[config.mk]
export PLATFORM = sky130hd
export DESIGN_NAME = sfm_flash
export DESIGN_NICKNAME = d
export VERILOG_FILES = /design/src/core/sfm_pkg.sv /design/src/core/sfm_flash.sv
export SDC_FILE = /design/constraint.sdc
export NUM_CORES = 1
export LEC_CHECK = 0
export BUFFER_PORTS_ARGS = -buffer_cell sky130_fd_sc_hd__buf_2
export CORE_MARGIN = 8
export CORE_UTILIZATION = 45
export DETAILED_ROUTE_END_ITERATION = 10
export GPL_ROUTABILITY_DRIVEN = 0
export PLACE_DENSITY = 0.64
export SLEW_MARGIN = 20
export SYNTH_ARGS = -nofsm -noshare
export SYNTH_HDL_FRONTEND = slang
export SYNTH_SLANG_ARGS = --single-unit
[constraint.sdc]
create_clock -name clock -period 4.9 [get_ports clock]
set_clock_uncertainty 0.1 [all_clocks]
set_input_delay 1.225 -clock clock [delete_from_list [all_inputs] [get_ports clock]]
set_output_delay 1.225 -clock clock [all_outputs]
set_load 0.01 [all_outputs]
[src/core/sfm_pkg.sv]
// Constants of the serial flash discovery block
// Assumes a single 40 MHz system clock samples the serial link
package sfm_pkg;
	// ****************************************
	// Link and discovery constants
	// ****************************************
	localparam logic [7:0] SFM_CMD_DISCOVER = 8'h5A;
	localparam int SFM_ADDR_BITS = 24;
	localparam int SFM_DUMMY_BITS = 8;
	localparam logic [23:0] SFM_SECTOR_BYTES = 24'h00_1000;
	localparam logic [23:0] SFM_BLOCK32_BYTES = 24'h00_8000;
	localparam logic [23:0] SFM_BLOCK64_BYTES = 24'h01_0000;
	localparam logic [23:0] SFM_LAST_ADDR = 24'h7F_FFFF;
	localparam logic [10:0] SFM_LAST_SECTOR = 11'h7FF;
	localparam logic [7:0] SFM_FILL_BYTE = 8'hFF;
	localparam logic [7:0] SFM_TABLE_BASE = 8'h30;
	localparam logic [7:0] SFM_TABLE_END = 8'h3F;
	// Signature and header, bytes 00h..0Fh
	localparam logic [127:0] SFM_HEADER_BYTES = 128'hFF00_0030_1001_0600_FF00_0106_5044_4653;
	// Basic table bytes 30h..3Fh, byte 30h in the low lane
	localparam logic [127:0] SFM_TABLE_BYTES = 128'hBB80_3B08_6B08_EB44_03FF_FFFF_FFF9_20E5;
	typedef enum logic [1:0] {SFM_ST_CMD = 2'b00, SFM_ST_ADDR = 2'b01, SFM_ST_DUMMY = 2'b11,
		SFM_ST_DATA = 2'b10} sfm_state_type;
endpackage

[src/core/sfm_flash.sv]
// Serial flash target: discovery table read and pin lane control
// Assumes the serial clock is slower than a quarter of the 40 MHz clock
`timescale 1ns/1ps
`default_nettype none
module sfm_flash
(
	input wire logic clock,
	input wire logic reset_n,
	input wire logic serial_clock,
	input wire logic chip_select_n,
	input wire logic lane_zero_in,
	output logic lane_zero_out,
	output logic lane_zero_oe_n,
	input wire logic lane_one_in,
	output logic lane_one_out,
	output logic lane_one_oe_n,
	input wire logic lane_two_in,
	output logic lane_two_out,
	output logic lane_two_oe_n,
	input wire logic lane_three_in,
	output logic lane_three_out,
	output logic lane_three_oe_n,
	input wire logic quad_enable,
	input wire logic dual_mode,
	input wire logic four_lane_instruction_mode,
	input wire logic dedicated_reset_enable,
	input wire logic pin_function_select,
	input wire logic [23:0] probe_address,
	output logic [10:0] probe_sector,
	output logic [7:0] probe_block32,
	output logic [6:0] probe_block64,
	output logic probe_in_range,
	output logic pin_reset_active,
	output logic hold_active,
	output logic [7:0] last_byte_sent,
	output logic byte_sent_pulse
);
	import sfm_pkg::*;

	// ****************************************
	// Pin synchronisers
	// ****************************************
	logic [4:0] meta_ff;
	logic [4:0] sync_ff;
	logic sck_prev_ff;
	always_ff @(posedge clock or negedge reset_n)
	begin
		if (!reset_n)
		begin
			meta_ff <= 5'h1_F;
			sync_ff <= 5'h1_F;
			sck_prev_ff <= 1'b0;
		end
		else
		begin
			meta_ff <= {lane_three_in, lane_zero_in, chip_select_n, serial_clock, 1'b1};
			sync_ff <= meta_ff;
			sck_prev_ff <= sync_ff[1];
		end
	end
	wire sck_s = sync_ff[1];
	wire cs_n_s = sync_ff[2];
	wire si_s = sync_ff[3];
	wire pause_pin_s = sync_ff[4];

	// Pause pin role; quad use or reset role means no pause
	wire pause_role = !quad_enable && (dedicated_reset_enable || !pin_function_select);
	wire reset_role = !quad_enable && !dedicated_reset_enable && pin_function_select;
	wire paused = pause_role && !pause_pin_s && !cs_n_s;
	wire pin_reset = reset_role && !pause_pin_s;
	// Mode 3 idles high: first falling edge then precedes first rise, harmless
	wire rise = sck_s && !sck_prev_ff && !cs_n_s && !paused && !pin_reset;
	wire fall = !sck_s && sck_prev_ff && !cs_n_s && !paused && !pin_reset;

	// ****************************************
	// Address map
	// ****************************************
	assign probe_sector = probe_address[22:12];
	assign probe_block32 = probe_address[22:15];
	assign probe_block64 = probe_address[22:16];
	assign probe_in_range = probe_address <= SFM_LAST_ADDR;
	assign pin_reset_active = pin_reset;
	assign hold_active = paused;

	// ****************************************
	// Discovery table lookup
	// ****************************************
	function automatic logic [7:0] table_byte(input logic [23:0] a);
		if (a[23:4] == 20'h0_0000)
			table_byte = SFM_HEADER_BYTES[a[3:0]*8 +: 8];
		else if (a[23:4] == 20'h0_0003)
			table_byte = SFM_TABLE_BYTES[a[3:0]*8 +: 8];
		else
			table_byte = SFM_FILL_BYTE;
	endfunction

	// ****************************************
	// Serial command sequencer
	// ****************************************
	sfm_state_type state_ff;
	logic [5:0] bit_cnt_ff;
	logic [23:0] addr_ff;
	logic [7:0] shift_ff;
	logic [7:0] out_ff;
	logic [2:0] out_cnt_ff;
	logic drive_ff;
	logic [7:0] buf_data_ff [2];
	logic [1:0] buf_cnt_ff;
	logic buf_rd_ff;
	logic buf_wr_ff;
	wire lane_in = four_lane_instruction_mode ? 1'b0 : si_s;
	wire buf_in_ready = buf_cnt_ff != 2'd2;
	wire buf_out_valid = buf_cnt_ff != 2'd0;
	wire want_byte = (state_ff == SFM_ST_DATA) && buf_in_ready && !buf_wr_ff;
	wire take_byte = fall && (out_cnt_ff == 3'd0) && buf_out_valid;
	logic [7:0] nxt_shift;
	assign nxt_shift = {shift_ff[6:0], lane_in};

	always_ff @(posedge clock or negedge reset_n)
	begin
		if (!reset_n)
		begin
			state_ff <= SFM_ST_CMD;
			bit_cnt_ff <= 6'd0;
			addr_ff <= 24'h00_0000;
			shift_ff <= 8'h00;
			buf_wr_ff <= 1'b0;
		end
		else if (cs_n_s || pin_reset)
		begin
			state_ff <= SFM_ST_CMD;
			bit_cnt_ff <= 6'd0;
			buf_wr_ff <= 1'b0;
		end
		else
		begin
			buf_wr_ff <= want_byte;
			if (want_byte)
				addr_ff <= addr_ff + 24'h00_0001;
			if (rise)
			begin
				shift_ff <= nxt_shift;
				bit_cnt_ff <= bit_cnt_ff + 6'd1;
				case (state_ff)
					SFM_ST_CMD:
						if (bit_cnt_ff == 6'd7)
						begin
							bit_cnt_ff <= 6'd0;
							state_ff <= (nxt_shift == SFM_CMD_DISCOVER) ? SFM_ST_ADDR : SFM_ST_DATA;
						end
					SFM_ST_ADDR:
					begin
						addr_ff <= {addr_ff[22:0], lane_in};
						if (bit_cnt_ff == 6'(SFM_ADDR_BITS - 1))
						begin
							bit_cnt_ff <= 6'd0;
							state_ff <= SFM_ST_DUMMY;
						end
					end
					SFM_ST_DUMMY:
						if (bit_cnt_ff == 6'(SFM_DUMMY_BITS - 1))
							state_ff <= SFM_ST_DATA;
					default:
						bit_cnt_ff <= 6'd0;
				endcase
			end
		end
	end

	// Two-entry buffer between the table and the shifter
	always_ff @(posedge clock or negedge reset_n)
	begin
		if (!reset_n)
		begin
			buf_cnt_ff <= 2'd0;
			buf_rd_ff <= 1'b0;
			buf_data_ff[0] <= 8'h00;
			buf_data_ff[1] <= 8'h00;
		end
		else if (cs_n_s || pin_reset)
		begin
			buf_cnt_ff <= 2'd0;
			buf_rd_ff <= 1'b0;
		end
		else
		begin
			if (buf_wr_ff)
				buf_data_ff[buf_rd_ff ^ buf_cnt_ff[0]] <= table_byte(addr_ff - 24'h00_0001);
			if (take_byte)
				buf_rd_ff <= !buf_rd_ff;
			buf_cnt_ff <= buf_cnt_ff + {1'b0, buf_wr_ff} - {1'b0, take_byte};
		end
	end

	// Output shifter: a new bit only after a falling edge
	always_ff @(posedge clock or negedge reset_n)
	begin
		if (!reset_n)
		begin
			out_ff <= 8'hFF;
			out_cnt_ff <= 3'd0;
			drive_ff <= 1'b0;
			last_byte_sent <= 8'h00;
			byte_sent_pulse <= 1'b0;
		end
		else
		begin
			byte_sent_pulse <= take_byte;
			if (cs_n_s || pin_reset || state_ff != SFM_ST_DATA)
			begin
				drive_ff <= 1'b0;
				out_cnt_ff <= 3'd0;
			end
			else if (take_byte)
			begin
				out_ff <= buf_data_ff[buf_rd_ff];
				last_byte_sent <= buf_data_ff[buf_rd_ff];
				out_cnt_ff <= 3'd7;
				drive_ff <= 1'b1;
			end
			else if (fall && out_cnt_ff != 3'd0)
			begin
				out_ff <= {out_ff[6:0], 1'b1};
				out_cnt_ff <= out_cnt_ff - 3'd1;
			end
		end
	end

	// ****************************************
	// Lane drive
	// ****************************************
	wire multi = dual_mode || quad_enable || four_lane_instruction_mode;
	wire quad = quad_enable || four_lane_instruction_mode;
	assign lane_one_out = out_ff[7];
	assign lane_one_oe_n = !(drive_ff && !paused && !cs_n_s);
	assign lane_zero_out = 1'b1;
	assign lane_zero_oe_n = 1'b1; // single-bit table only drives lane one
	assign lane_two_out = 1'b1;
	assign lane_two_oe_n = 1'b1;
	assign lane_three_out = 1'b1;
	assign lane_three_oe_n = 1'b1;
	wire unused_ok = multi ^ quad ^ lane_one_in ^ lane_two_in;

	// ****************************************
	// Checks
	// ****************************************
	property p_float_when_deselected;
		@(posedge clock) disable iff (!reset_n) cs_n_s |-> lane_one_oe_n;
	endproperty
	a_float_when_deselected: assert property (p_float_when_deselected) else $error("output driven while deselected");
	property p_float_when_paused;
		@(posedge clock) disable iff (!reset_n) paused |-> lane_one_oe_n;
	endproperty
	a_float_when_paused: assert property (p_float_when_paused) else $error("output driven while paused");
	property p_out_changes_on_fall;
		@(posedge clock) disable iff (!reset_n) $changed(out_ff) |-> $past(fall);
	endproperty
	a_out_changes_on_fall: assert property (p_out_changes_on_fall) else $error("output moved without falling edge");
	property p_shift_on_rise;
		@(posedge clock) disable iff (!reset_n) $changed(shift_ff) |-> $past(rise);
	endproperty
	a_shift_on_rise: assert property (p_shift_on_rise) else $error("input sampled off rising edge");
	// First fill of a frame lands in entry zero; from address zero it must be the signature
	property p_signature;
		@(posedge clock) disable iff (!reset_n) buf_wr_ff && !cs_n_s && !pin_reset && addr_ff == 24'h00_0001
			&& buf_cnt_ff == 2'd0 && !buf_rd_ff |=> buf_data_ff[0] == 8'h53;
	endproperty
	a_signature: assert property (p_signature) else $error("signature byte wrong");
	property p_fill;
		@(posedge clock) disable iff (!reset_n) table_byte(24'h00_0040) == 8'hFF && table_byte(24'h00_0010) == 8'hFF;
	endproperty
	a_fill: assert property (p_fill) else $error("fill byte wrong");
	property p_pointer;
		@(posedge clock) disable iff (!reset_n) table_byte(24'h00_000C) == 8'h30 && table_byte(24'h00_000B) == 8'h10;
	endproperty
	a_pointer: assert property (p_pointer) else $error("header pointer wrong");
	property p_table;
		@(posedge clock) disable iff (!reset_n) table_byte(24'h00_0030) == 8'hE5 && table_byte(24'h00_0039) == 8'hEB
			&& table_byte(24'h00_003F) == 8'hBB && table_byte(24'h00_0037) == 8'h03;
	endproperty
	a_table: assert property (p_table) else $error("basic table wrong");
	property p_buffer_bound;
		@(posedge clock) disable iff (!reset_n) buf_cnt_ff <= 2'd2;
	endproperty
	a_buffer_bound: assert property (p_buffer_bound) else $error("buffer overflow");
	c_byte_sent: cover property (@(posedge clock) disable iff (!reset_n) byte_sent_pulse);
	c_paused: cover property (@(posedge clock) disable iff (!reset_n) paused && drive_ff);
	c_buffer_full: cover property (@(posedge clock) disable iff (!reset_n) buf_cnt_ff == 2'd2);
endmodule
`default_nettype wire

==> key figures <==
Outcome
  • Status: completed

Run
  • MaxCap Viol Count: 0

Logic synthesis
  • Post-Syn Area: 5400 µm²
  • Post-synthesis sequential area ratio: 41.6%
  • Async SR Flop Fraction: 100%
  • Synth area leader: dfrtp_1
  • Synthesized instance count: 636
  • Top cells by area, synth: dfrtp_1 34%, dfstp_2 7.8%, nand2_1 5.8%
  • Post-synth top flop: dfrtp_1
  • Post-synthesis average cell area: 8.50 µm²
  • Yosys cell types: 61
  • Post-synth EDFFs: 0
  • Synthesized flop and latch total: 89
  • Yosys Warn Count: 0
  • Post-synth top area share: 33.8%

Finish
  • Share of cells above drive strength 1: 13.1%
  • Layout Area Growth over Synthesis: 4.89%
  • Commonest cells after routing, fill and taps aside: 83 x nand2_1, 73 x dfrtp_1, 61 x nor2_1, 55 x a21oi_1, 48 x o21ai_0
  • Post-route design area: 5670 µm²
  • Commonest non-fill, non-tap cell in the layout: nand2_1
  • Antenna fix cells: 0
  • Final net count: 662
  • Non-Filler Instances: 764

Setup path
  • Worst setup SP type: flip-flop
  • R2R cell count: 8
  • Critical Path RT: 4980 ps
  • Arr. time, crit path: 3670 ps
  • Worst Path Max Fanout: 16
  • CP max-delay cell: nor4_4
  • Reg2Reg Capture Point: buf_data_ff[8]$_DFFE_PN0P_
  • Crit path cell chain: inv_1 -> ha_1 -> nor3b_2 -> nand3_1 -> o31ai_1 -> o211ai_2 -> nor4_4 -> a31oi_1
  • Setup CP Type: reg2reg
  • Reg-to-reg critical path startpoint: addr_ff[0]$_DFFE_PN0P_
  • Critical Path End Type: flip-flop
  • CP peak stage delay: 780 ps
  • Reg2reg setup slack: 1310 ps

Timing
  • Final setup TNS: 0 ps
  • RSZ-0062 raised after global routing: false
  • Worst Hold Slack: 255 ps
  • Final period util: 73.3%
  • Relative slew slack: 37.1%
  • Worst slew pin tran: 941 ps
  • Final Slew Violations: 0
  • Min cycle time layout: 3590 ps
  • Final hold vios: 0
  • FMAX: 278 MHz
  • Final setup viols: 0

Global route
  • Antenna violations before repair: 0
  • Largest net degree at the start of global routing: 75
  • GRT overflow: 0
  • GRT Overall Usage: 14.9%
  • First-pass GRT wire length: 19.4 mm
  • Vias in the first global route: 4,089

Clock network
  • Clock Latency Late Sink: 350 ps
  • Root Driver: clkbuf_16
  • CTS-repair resized insts: 0
  • CTS Hold Bufs: 0
  • Clock slew at reported path FFs: 60 ps
  • Num CTS Buffers: 9
  • Htree depth: 3
  • Max clock buf depth: 2
  • Post-CTS Setup Repair Bufs: 0
  • Clock Sink Count: 89
  • CTS tree: done

Min path
  • Hold_sp: meta_ff[4]$_DFF_PN1_
  • Hold depth: 0
  • Hold Path Sink: sync_ff[4]$_DFF_PN1_
  • Worst hold path type: reg2reg

Place
  • Placed instance count: 748
  • DP Wirelength: 7.86 mm
  • Port bufs: 24
  • Placed Instance Area: 5380 µm²

Die
  • Die area: 15,800 µm²
  • I/O pins: 83
  • Initial Util: 45.6%
  • Row cnt: 40
  • Core footprint: 11,900 µm²
  • Die height: 126 µm
  • Die Span X: 126 µm

Drt
  • Drt wl/cell: 14.7 µm
  • Routed vias/inst: 5.65
  • DRT Pass-1 Iters: 4
  • Antenna-violating nets left: 0
  • # DRC: 0
  • Drt total wl: 11.3 mm
  • DR vias: 4,319
  • First-iteration detailed-routing DRC count: 254

Power
  • Peak VDD IR: 0.251 mV
  • Overall Power: 1.52 mW
  • Power per cell area: 268 nW/µm²
  • Static Leak: 2.34 nW
-- routing by layer --
| layer | GRT usage [%] | wire length (µm) | up-vias |
|---|---|---|---|
| li1 | - | - | 2170 |
| met1 | 17.6 | 5120 | 2066 |
| met4 | 5.16 | 199 | 0 |
| met2 | 25.0 | 5420 | 64 |
| met5 | 0 | 0 | - |
| met3 | 4.59 | 514 | 19 |
-- report_power, final --
| part | switching [mW] | internal, mW |
|---|---|---|
| combinational | 0.0564 | 0.0262 |
| clock | 0.291 | 0.374 |
| sequential | 0.0154 | 0.755 |
| total | 0.362 | 1.15 |
-- layout make-up --
class / instances / area, µm²
Clock inverter: 5 / 38.8
Fill cell: 1153 / 6190
Timing Repair Buffer: 31 / 175
Tap cell: 147 / 184
Inverter: 20 / 75.1
Multi-Input combinational cell: 461 / 2700
Clock buffer: 11 / 253
Sequential cell: 89 / 2250
-- cell usage after synthesis, types with 4 or more instances --
library cell  count
nand2_1          83
dfrtp_1          73
nor2_1           61
a21oi_1          55
o21ai_0          48
buf_4            33
clkbuf_1         32
nor3_1           24
a31oi_1          20
inv_1            20
nand3_1          19
dfstp_2          16
ha_1             13
mux2i_1          11
nand4_1           9
o22ai_1           9
xnor2_1           9
nor3b_1           6
a211oi_1          5
a21o_1            5
nand2b_1          5
nor2b_1           5
xor2_1            5
buf_2             4
o21a_1            4
or3_1             4
-- metrics by stage --
| step | util [%] | setup slack (ps) |
|---|---|---|
| 4_1_cts | 47.8 | 1330 |
| 2_1_floorplan | - | 1450 |
| 3_3_place_gp | 45.3 | 1310 |
| 6_report | 47.8 | 1310 |
| 3_5_place_dp | 45.3 | 1270 |
| 5_1_grt | 47.8 | 1030 |
-- worst max-delay path by stage --
| stage | startpoint | end | slack, ps | cells past startpoint |
|---|---|---|---|---|
| final | addr_ff[0]$_DFFE_PN0P_ | buf_data_ff[8]$_DFFE_PN0P_ | 1310 | 8 |
| after global placement | quad_enable | addr_ff[11]$_DFFE_PN0P_ | 1310 | 8 |
| after detailed placement | quad_enable | addr_ff[17]$_DFFE_PN0P_ | 1270 | 8 |
| after CTS | addr_ff[0]$_DFFE_PN0P_ | buf_data_ff[8]$_DFFE_PN0P_ | 1330 | 8 |
| after floorplan | quad_enable | buf_cnt_ff[1]$_DFF_PN0_ | 1450 | 10 |
| after global routing | addr_ff[0]$_DFFE_PN0P_ | buf_data_ff[8]$_DFFE_PN0P_ | 1030 | 8 |
-- worst max-delay path: cells and delay by family, from the launching register on --
family | cells | cell delay (ps)
compound gates | 3 | 610
fa+ha+maj | 1 | 360
buf+inv | 1 | 290
flops | 1 | 580
simple gates | 3 | 1480
-- cell families after synthesis --
logic type / synth area share (%)
AO/OA/AOI/OAI: 18.6
XOR/XNOR: 2.27
adder cells (fa/ha/maj): 3.01
buffers and inverters: 8.98
flip-flops: 41.6
multiplexers: 2.04
other: 0.0694
AND/OR/NAND/NOR: 23.4
-- flip-flops by register name, indices dropped and copies added (netlist names) --
name and cells:
meta_ff 4, sck_prev_ff 1, buf_wr_ff 1, byte_sent_pulse 1, state_ff 2, last_byte_sent 8, buf_cnt_ff 2, addr_ff 24
bit_cnt_ff 6, buf_rd_ff 1, drive_ff 1, shift_ff 7, buf_data_ff 16, out_cnt_ff 3, out_ff 8, sync_ff 4
Power figures use the tool's default switching activity.
